[src/sarc_pkg.sv]
// package: constants and types for the converter sequencing and readout block
package sarc_pkg;
    // conversion word width
    localparam int SARC_DATA_W = 16;
    // system clock period in picoseconds (250 MHz)
    localparam int SARC_CLK_PS = 4000;
    // conversion time bounds in ns
    localparam int SARC_TCONV_MIN_NS = 500;
    localparam int SARC_TCONV_MAX_NS = 8800;
    // acquisition and cycle time in ns (host obligations)
    localparam int SARC_TACQ_NS = 1200;
    localparam int SARC_TCYC_NS = 10000;
    // least time rounds up, longest time rounds down
    localparam int SARC_CONV_MIN_CYC =
        (SARC_TCONV_MIN_NS * 1000 + SARC_CLK_PS - 1) / SARC_CLK_PS;
    localparam int SARC_CONV_MAX_CYC =
        (SARC_TCONV_MAX_NS * 1000) / SARC_CLK_PS;
    // default conversion length used by the block
    localparam int SARC_CONV_CYC = SARC_CONV_MIN_CYC;
    // reset value of the result word
    localparam logic [15:0] SARC_RESULT_RST = 16'h0000;

    // interface mode selected at convert start
    typedef enum logic [1:0] {
        SARC_MODE_CS3 = 2'b01,
        SARC_MODE_DAISY = 2'b10
    } sarc_mode_t;

    // top-level phases, one-hot
    typedef enum logic [2:0] {
        SARC_ST_ACQ = 3'b001,
        SARC_ST_CONV = 3'b010,
        SARC_ST_READ = 3'b100
    } sarc_state_t;
endpackage : sarc_pkg

[src/sarc_ctrl.sv]
// module: conversion sequencing and serial result readout control
// How it works
// mode latched from select pin at start
// three-wire: convert pin doubles as select
// four-wire: select pin is the chip select
// output bits advance on serial clock falling edges
// conversion timed by own clock only
// after conversion, idle acquisition; result readable
// sample captured at start, held throughout
// select high chip-select mode, low daisy-chain; daisy mode never drives the output
// select fall releases output with msb
// high-z after sixteenth fall or deselect
// result is unsigned straight binary
// host waits maximum conversion before reading
`timescale 1ns/1ps
`default_nettype none
module sarc_ctrl
    import sarc_pkg::*;
#(
    parameter int DATA_W = SARC_DATA_W,
    parameter int CONV_CYC = SARC_CONV_CYC
) (
    input wire logic sys_clk,
    input wire logic arst_n,
    input wire logic convert_start_pin,
    input wire logic ser_in_pin,
    input wire logic ser_clk_pin,
    input wire logic [DATA_W-1:0] sample_code,
    output logic ser_out,
    output logic ser_out_oe,
    output logic converting,
    output logic daisy_mode
);
    // --------------------------------------------------------------
    // reset release
    // --------------------------------------------------------------
    logic [1:0] rst_sh_r; // reset synchroniser
    logic rst_n; // released reset copy
    always_ff @(posedge sys_clk or negedge arst_n) begin
        if (!arst_n) begin
            rst_sh_r <= 2'b00;
        end else begin
            rst_sh_r <= {rst_sh_r[0], 1'b1};
        end
    end
    assign rst_n = rst_sh_r[1];

    // --------------------------------------------------------------
    // pin synchronisers
    // --------------------------------------------------------------
    logic [2:0] pins_s; // {sclk, din, convert_start_pin} after two flops
    sarc_sync #(.W(3)) u_sync (
        .clk(sys_clk),
        .rst_n(rst_n),
        .d({ser_clk_pin, ser_in_pin, convert_start_pin}),
        .q(pins_s)
    );

    // --------------------------------------------------------------
    // state
    // --------------------------------------------------------------
    localparam int CW = $clog2(CONV_CYC + 1);
    typedef struct packed {
        sarc_state_t st; // phase
        sarc_mode_t mode; // latched interface mode
        logic cnv_d; // previous convert level
        logic din_d; // previous select level
        logic sck_d; // previous serial clock level
        logic [CW-1:0] cnt; // conversion countdown
        logic [DATA_W-1:0] held; // held sample
        logic [DATA_W-1:0] sh; // output shift word
        logic [4:0] nbit; // falling edges seen in readout
        logic dout; // output bit
        logic oe; // output enable
        logic [1:0] settle; // pin pipeline fill count after reset
    } sarc_s_t;

    sarc_s_t s_r;
    sarc_s_t s_nxt;

    // returns the active-low select for the latched mode
    function automatic logic sel_n(input sarc_mode_t m, input logic cnv,
                                   input logic din);
        // three-wire ties din high, so convert_start_pin acts as select
        sel_n = (m == SARC_MODE_CS3) ? (cnv & din) : din;
    endfunction : sel_n

    logic cnv_rise;
    logic sck_fall;
    logic sel_now;
    logic sel_prev;
    // the pin flops reset low while the idle convert level is high, so
    // convert rising edges are ignored until the pin pipeline has filled after reset
    assign cnv_rise = pins_s[0] & ~s_r.cnv_d & (s_r.settle == 2'b11);
    assign sck_fall = ~pins_s[2] & s_r.sck_d;
    assign sel_now = sel_n(s_r.mode, pins_s[0], pins_s[1]);
    assign sel_prev = sel_n(s_r.mode, s_r.cnv_d, s_r.din_d);

    // --------------------------------------------------------------
    // next-state logic
    // --------------------------------------------------------------
    always_comb begin
        s_nxt = s_r;
        s_nxt.cnv_d = pins_s[0];
        s_nxt.din_d = pins_s[1];
        s_nxt.sck_d = pins_s[2];
        // count up once after reset, then stay full
        s_nxt.settle = (s_r.settle == 2'b11) ? 2'b11
                                              : s_r.settle + 2'b01;
        case (s_r.st)
            SARC_ST_CONV: begin
                // internal clock only; serial clock ignored here
                if (s_r.cnt == '0) begin
                    s_nxt.st = SARC_ST_ACQ;
                    s_nxt.sh = s_r.held; // straight binary
                end else begin
                    s_nxt.cnt = s_r.cnt - 1'b1;
                end
            end
            SARC_ST_ACQ, SARC_ST_READ: begin
                if (cnv_rise) begin
                    // mode from select level at start
                    s_nxt.mode = pins_s[1] ? SARC_MODE_CS3
                                           : SARC_MODE_DAISY;
                    s_nxt.held = sample_code;
                    s_nxt.cnt = CW'(CONV_CYC - 1);
                    s_nxt.st = SARC_ST_CONV;
                    s_nxt.oe = 1'b0;
                    s_nxt.nbit = '0;
                end else if (s_r.st == SARC_ST_ACQ && !sel_now &&
                             sel_prev && s_r.mode == SARC_MODE_CS3) begin
                    // select fall: drive msb
                    s_nxt.st = SARC_ST_READ;
                    s_nxt.oe = 1'b1;
                    s_nxt.dout = s_r.sh[DATA_W-1];
                    s_nxt.sh = {s_r.sh[DATA_W-2:0], 1'b0};
                    s_nxt.nbit = '0;
                end else if (s_r.st == SARC_ST_READ) begin
                    if (sel_now) begin
                        // deselect ends the frame
                        s_nxt.oe = 1'b0;
                        s_nxt.st = SARC_ST_ACQ;
                    end else if (sck_fall) begin
                        s_nxt.nbit = s_r.nbit + 1'b1;
                        if (s_r.nbit == 5'(DATA_W - 1)) begin
                            s_nxt.oe = 1'b0; // sixteenth fall
                        end else begin
                            s_nxt.dout = s_r.sh[DATA_W-1];
                            s_nxt.sh = {s_r.sh[DATA_W-2:0], 1'b0};
                        end
                    end
                end
            end
            default: begin
                s_nxt.st = SARC_ST_ACQ;
            end
        endcase
    end

    // --------------------------------------------------------------
    // state register
    // --------------------------------------------------------------
    always_ff @(posedge sys_clk or negedge rst_n) begin
        if (!rst_n) begin
            s_r <= '{st: SARC_ST_ACQ, mode: SARC_MODE_CS3, cnv_d: 1'b0,
                     din_d: 1'b0, sck_d: 1'b0, cnt: '0,
                     held: SARC_RESULT_RST, sh: SARC_RESULT_RST,
                     nbit: '0, dout: 1'b0, oe: 1'b0, settle: 2'b00};
        end else begin
            s_r <= s_nxt;
        end
    end

    // outputs straight from flops
    assign ser_out = s_r.dout;
    assign ser_out_oe = s_r.oe;
    assign converting = s_r.st[1];
    assign daisy_mode = s_r.mode[1];

    // cycles spent in the current conversion; a counter, because the
    // longest legal conversion is far beyond any delay range
    logic [11:0] conv_age_r;
    always_ff @(posedge sys_clk or negedge rst_n) begin
        if (!rst_n) begin
            conv_age_r <= 12'h000;
        end else if (converting) begin
            conv_age_r <= conv_age_r + 12'h001;
        end else begin
            conv_age_r <= 12'h000;
        end
    end
endmodule : sarc_ctrl
`default_nettype wire

[src/sarc_sync.sv]
// module: two flip-flop synchroniser for a bundle of pin levels
`timescale 1ns/1ps
`default_nettype none
module sarc_sync #(
    parameter int W = 1
) (
    input wire logic clk,
    input wire logic rst_n,
    input wire logic [W-1:0] d,
    output logic [W-1:0] q
);
    // first stage feeds only the second stage
    logic [W-1:0] meta_r;

    // --------------------------------------------------------------
    // two-stage capture
    // --------------------------------------------------------------
    always_ff @(posedge clk or negedge rst_n) begin
        if (!rst_n) begin
            meta_r <= '0;
            q <= '0;
        end else begin
            meta_r <= d;
            q <= meta_r;
        end
    end
endmodule : sarc_sync
`default_nettype wire
[config.mk]
export PLATFORM = sky130hd
export DESIGN_NAME = sarc_ctrl
export DESIGN_NICKNAME = d
export VERILOG_FILES = /design/src/sarc_pkg.sv /design/src/sarc_ctrl.sv /design/src/sarc_sync.sv
export SDC_FILE = /design/constraint.sdc
export NUM_CORES = 1
export LEC_CHECK = 0
export ABC_AREA = 1
export ABC_CLOCK_PERIOD_IN_PS = 2800
export BUFFER_PORTS_ARGS = -buffer_cell sky130_fd_sc_hd__clkbuf_2
export CORE_UTILIZATION = 57
export CTS_CLUSTER_DIAMETER = 60
export DETAILED_ROUTE_END_ITERATION = 6
export PLACE_DENSITY = 0.77
export SYNTH_ARGS = -nofsm -noshare
export SYNTH_HDL_FRONTEND = slang
export SYNTH_SLANG_ARGS = --single-unit
[constraint.sdc]
create_clock -name sys_clk -period 2.8 [get_ports sys_clk]
set_clock_uncertainty 0.05 [all_clocks]
set_input_delay 0 -clock sys_clk [delete_from_list [all_inputs] [get_ports sys_clk]]
set_output_delay 0 -clock sys_clk [all_outputs]
set_load 0.02 [all_outputs]
==> flow_summary_export.csv <==
group,metric,value,unit
clock_network,root_buffer,"clkbuf_8",
routing,met1_length,2.813,mm
global_route,antenna_found_initial,0,
power,combPwrFrac,36.6,%
floorplanning,die_x,73.64,microns
sta,setup_violations,0,
synthesis,synth.distinct_cells,32,
global_route,grt_start_max_net_pins,53,
synthesis,synthTopCellsByArea,"dfrtp_1 53%, nand2_1 21%, nand3_1 4.6%",
synthesis,synthMuxAreaShare,0,%
setup_path,critPathBufInv,1,
power,seqPwrFrac,41.7,%
sta,max_freq,0.4698,GHz
synthesis,synth_top_family_by_area,"simple AND/OR/NAND/NOR gates",
power,clkPwrFrac,21.7,%
setup_path,max_stage_delay,0.55,ns
synthesis,synthXorXnorAreaFrac,0.5988,%
power,p_sw,0.001353,W
sta,hold_viol,0,
setup_path,crit_path_max_fanout,21,
routing,postRouteAntennaNets,0,
clock_network,clk_path_buf_depth,2,
final_layout,nets,430,
worst_hold_path,hp-class,"reg2async",
floorplanning,fp.dieH,73.64,microns
synthesis,synth_area_leader_cell,"dfrtp_1",
synthesis,synth_edf_count,0,
synthesis,synth_fa_ha_area_share,1.711,%
routing,met3_length,158,microns
sta,final_max_slew_viol_count,0,
routing,wl_per_cell,11.81,microns
routing,dr_wl_met2,2.529,mm
setup_path,cp-start-kind,"register",
global_route,grt_pass1_wl,9.680,mm
clock_network,clock_latency,0.34,ns
synthesis,yosysWarningCount,0,
floorplanning,core,4817,sq um
setup_path,r2r-end,"s_r[25]$_DFFE_PN0P_",
sta,finalCriticalPeriod,2.128,ns
routing,top_layer,"met4",
synthesis,synth_most_common_cell,"nand2_1",
setup_path,cp_common_cell,"nand2_2",
synthesis,synth_top_cell_area_share,53.04,%
clock_network,cts_tree,"built",
synthesis,synth-seq-cells,64,
setup_path,crit_end,"s_r[25]$_DFFE_PN0P_",
final_layout,drive_gt1_share,15.61,%
floorplanning,pin_count,25,
final_layout,regArea,1605,sq um
setup_path,cp.arrival,2.32,ns
power,power_density,970.0,nW/um^2
power,p_sw_share,40.02,%
final_layout,antennaDiodeCount,0,
sta,worst_pin_slew,0.6406,ns
global_route,grt_pass1_vias,2190,
floorplanning,dieArea,5423,sq um
power,peakVddDrop,537.1,uV
setup_path,endpoint_kind,"register",
floorplanning,rows,25,
run,maxCapViolCount,0,
setup_path,crit_start,"s_r[53]$_DFFE_PN1P_",
placed_design,dp_hpwl,3.487,mm
clock_network,cts-buffers-inserted,9,
routing,drc,0,
placed_design,placed_area,3090,sq um
clock_network,path_clk_slew,0.07,ns
placed_design,port_buffers,24,
final_layout,multiInputGateArea,1165,sq um
synthesis,synth-main-ff-cell,"dfrtp_1",
clock_network,cts_sinks,64,
synthesis,netlist_top_cells_count,"162 x nand2_1, 62 x dfrtp_1, 27 x nand3_1",
synthesis,synthSimpleGateAreaFrac,32.76,%
setup_path,crit_chain,"nor2_1 > nand2_1 > nand2_2 > nand2_2 > clkinv_1 > o21ai_0",
setup_path,worstReg2RegStart,"s_r[53]$_DFFE_PN1P_",
synthesis,syn_inst,356,
synthesis,synth_area,2925,sq um
synthesis,synth_area_per_cell,8.217,sq um
setup_path,required,3.00,ns
final_layout,post-route-util,72.34,%
synthesis,async_reset_ff_share,100.0,%
routing,num_vias,2358,
global_route,grt_use_total,24.33,%
final_layout,design_area,3485,sq um
global_route,grt_overflow,0,
final_layout,fillerInstances,402,
routing,drt_iter0_drc,169,
routing,routed_via_density,4.943,
synthesis,synth-compound-area-share,4.619,%
setup_path,r2r_setup_slack,0.67,ns
routing,routed_wl,5.632,mm
power,p_leak,1.901,nW
setup_path,crit_type,"reg2reg",
setup_path,worst-r2r-cell-count,6,
synthesis,synth_nets,381,
setup_path,cpLargestDelayFamily,"simple AND/OR/NAND/NOR gates",
clock_network,post_cts_buffers,0,
sta,setup_tns,0,ns
sta,fin_crit_sh,76.01,%
setup_path,worst-path-stages,6,
clock_network,htreeDepth,3,
placed_design,place_congestion,0.8176,
power,p_int,0.002027,W
synthesis,synth.yosys.seq_area_share,54.83,%
sta,rsz0062_at_grt,"no",
routing,drt_pre_antenna_iters,4,
floorplanning,start_util,60.73,%
setup_path,slowest_stage,"dfstp_2",
sta,relSlewSlack,57.29,%
status,status,"finished, final reports clean",
final_layout,syn_to_final_growth,19.12,%
-- routing by layer --
layer	track usage [%]	up-vias
met4	12.18	0
met5	0	-
met2	37.72	36
li1	-	1205
met3	4.938	10
met1	32.72	1107
-- kinds of logic after synthesis --
| family | count (synthesis) |
|---|---|
| and+or+nand+nor | 226 |
| DFF | 64 |
| buffers and inverters | 36 |
| AOI/OAI and AO/OA | 23 |
| adders and majority gates | 4 |
| xor gates and xnor gates | 2 |
| other | 1 |
-- sequential cells by signal (all words and copies together), names as in the netlist --
| name | count |
|---|---|
| s_r | 52 |
| u_sync.meta_r | 3 |
| u_sync.q | 3 |
| rst_sh_r | 2 |
| converting | 1 |
| daisy_mode | 1 |
| ser_out | 1 |
| ser_out_oe | 1 |
-- power by group through the flow --
stage | clock (W) | combinational, W | sequential, W
finish | 0.000733 | 0.00124 | 0.00141
global route | 0.000788 | 0.00142 | 0.00145
CTS | 0.000749 | 0.00124 | 0.00141
detailed placement | 0 | 0.00121 | 0.00142
global placement | 0 | 0.00117 | 0.00141
floorplan | 0 | 0.000967 | 0.00142
-- through the flow --
| stage | instances | total power [W] | hold slack (ns) | setup slack, ns |
|---|---|---|---|---|
| 2_1_floorplan | 356 | 0.002386 | -0.3456 | 0.8395 |
| 3_3_place_gp | 440 | 0.002586 | -0.2637 | 0.7879 |
| 3_5_place_dp | 440 | 0.002631 | -0.2632 | 0.6735 |
| 4_1_cts | 477 | 0.003404 | 0.08123 | 0.6450 |
| 5_1_grt | 477 | 0.003657 | 0.1054 | 0.3753 |
| 6_report | 477 | 0.003380 | 0.07076 | 0.6716 |
-- timing repair --
action,4_1_cts,5_1_grt
endpoints found under the hold margin,21,0
hold buffers,21,0
gates resized for setup,0,0
-- area by class of cell --
class | count | area share (%)
flip-flops and latches | 64 | 46.07
multi-input cells | 256 | 33.43
repair buffers | 47 | 9.910
clock buffers | 13 | 4.847
inverters | 27 | 2.908
well taps | 67 | 2.406
clock inverters | 3 | 0.4309
-- how the worst min path moves through the flow --
stage | to | depth (start not counted) | from
finish | s_r[41]$_DFFE_PN0P_ | 0 | rst_sh_r[1]$_DFF_PN0_
detailed placement | rst_sh_r[0]$_DFF_PN0_ | 1 | arst_n
CTS | s_r[31]$_DFFE_PN0P_ | 0 | rst_sh_r[1]$_DFF_PN0_
global route | u_sync.meta_r[1]$_DFF_PN0_ | 0 | rst_sh_r[1]$_DFF_PN0_
global placement | rst_sh_r[0]$_DFF_PN0_ | 1 | arst_n
floorplan | rst_sh_r[0]$_DFF_PN0_ | 0 | arst_n
-- cell usage in the layout, fill, tap and decap left out --
cell and count:
nand2_1 162, dfrtp_1 61, nand3_1 27, clkbuf_2 24, inv_1 22, dlygate4sd3_1 21, nor2_1 18, o21ai_0 14
clkbuf_8 12, nand2_2 7, inv_2 4, a21oi_1 4, ha_1 4, clkinv_2 3, nor3_1 2, nand4_1 2
nand2_4 2, o22ai_1 2, buf_4 2, dfstp_2 2, and3_1 1, or2_2 1, clkinv_1 1, nor2_2 1
nand3_2 1, nor3_2 1, o21ai_4 1, o21ai_2 1, nor2_8 1, o21bai_1 1, xor2_1 1, xnor2_1 1
clkbuf_1 1, conb_1 1, dfrtp_2 1
-- worst register-to-register path, delay by kind of cell, from the launching register on --
kind	cells	cell delay, ns
flip-flops	1	0.55
buffers and inverters	1	0.53
AO/OA/AOI/OAI	1	0.31
AND/OR/NAND/NOR	4	0.58
Power figures use the tool's default switching activity.
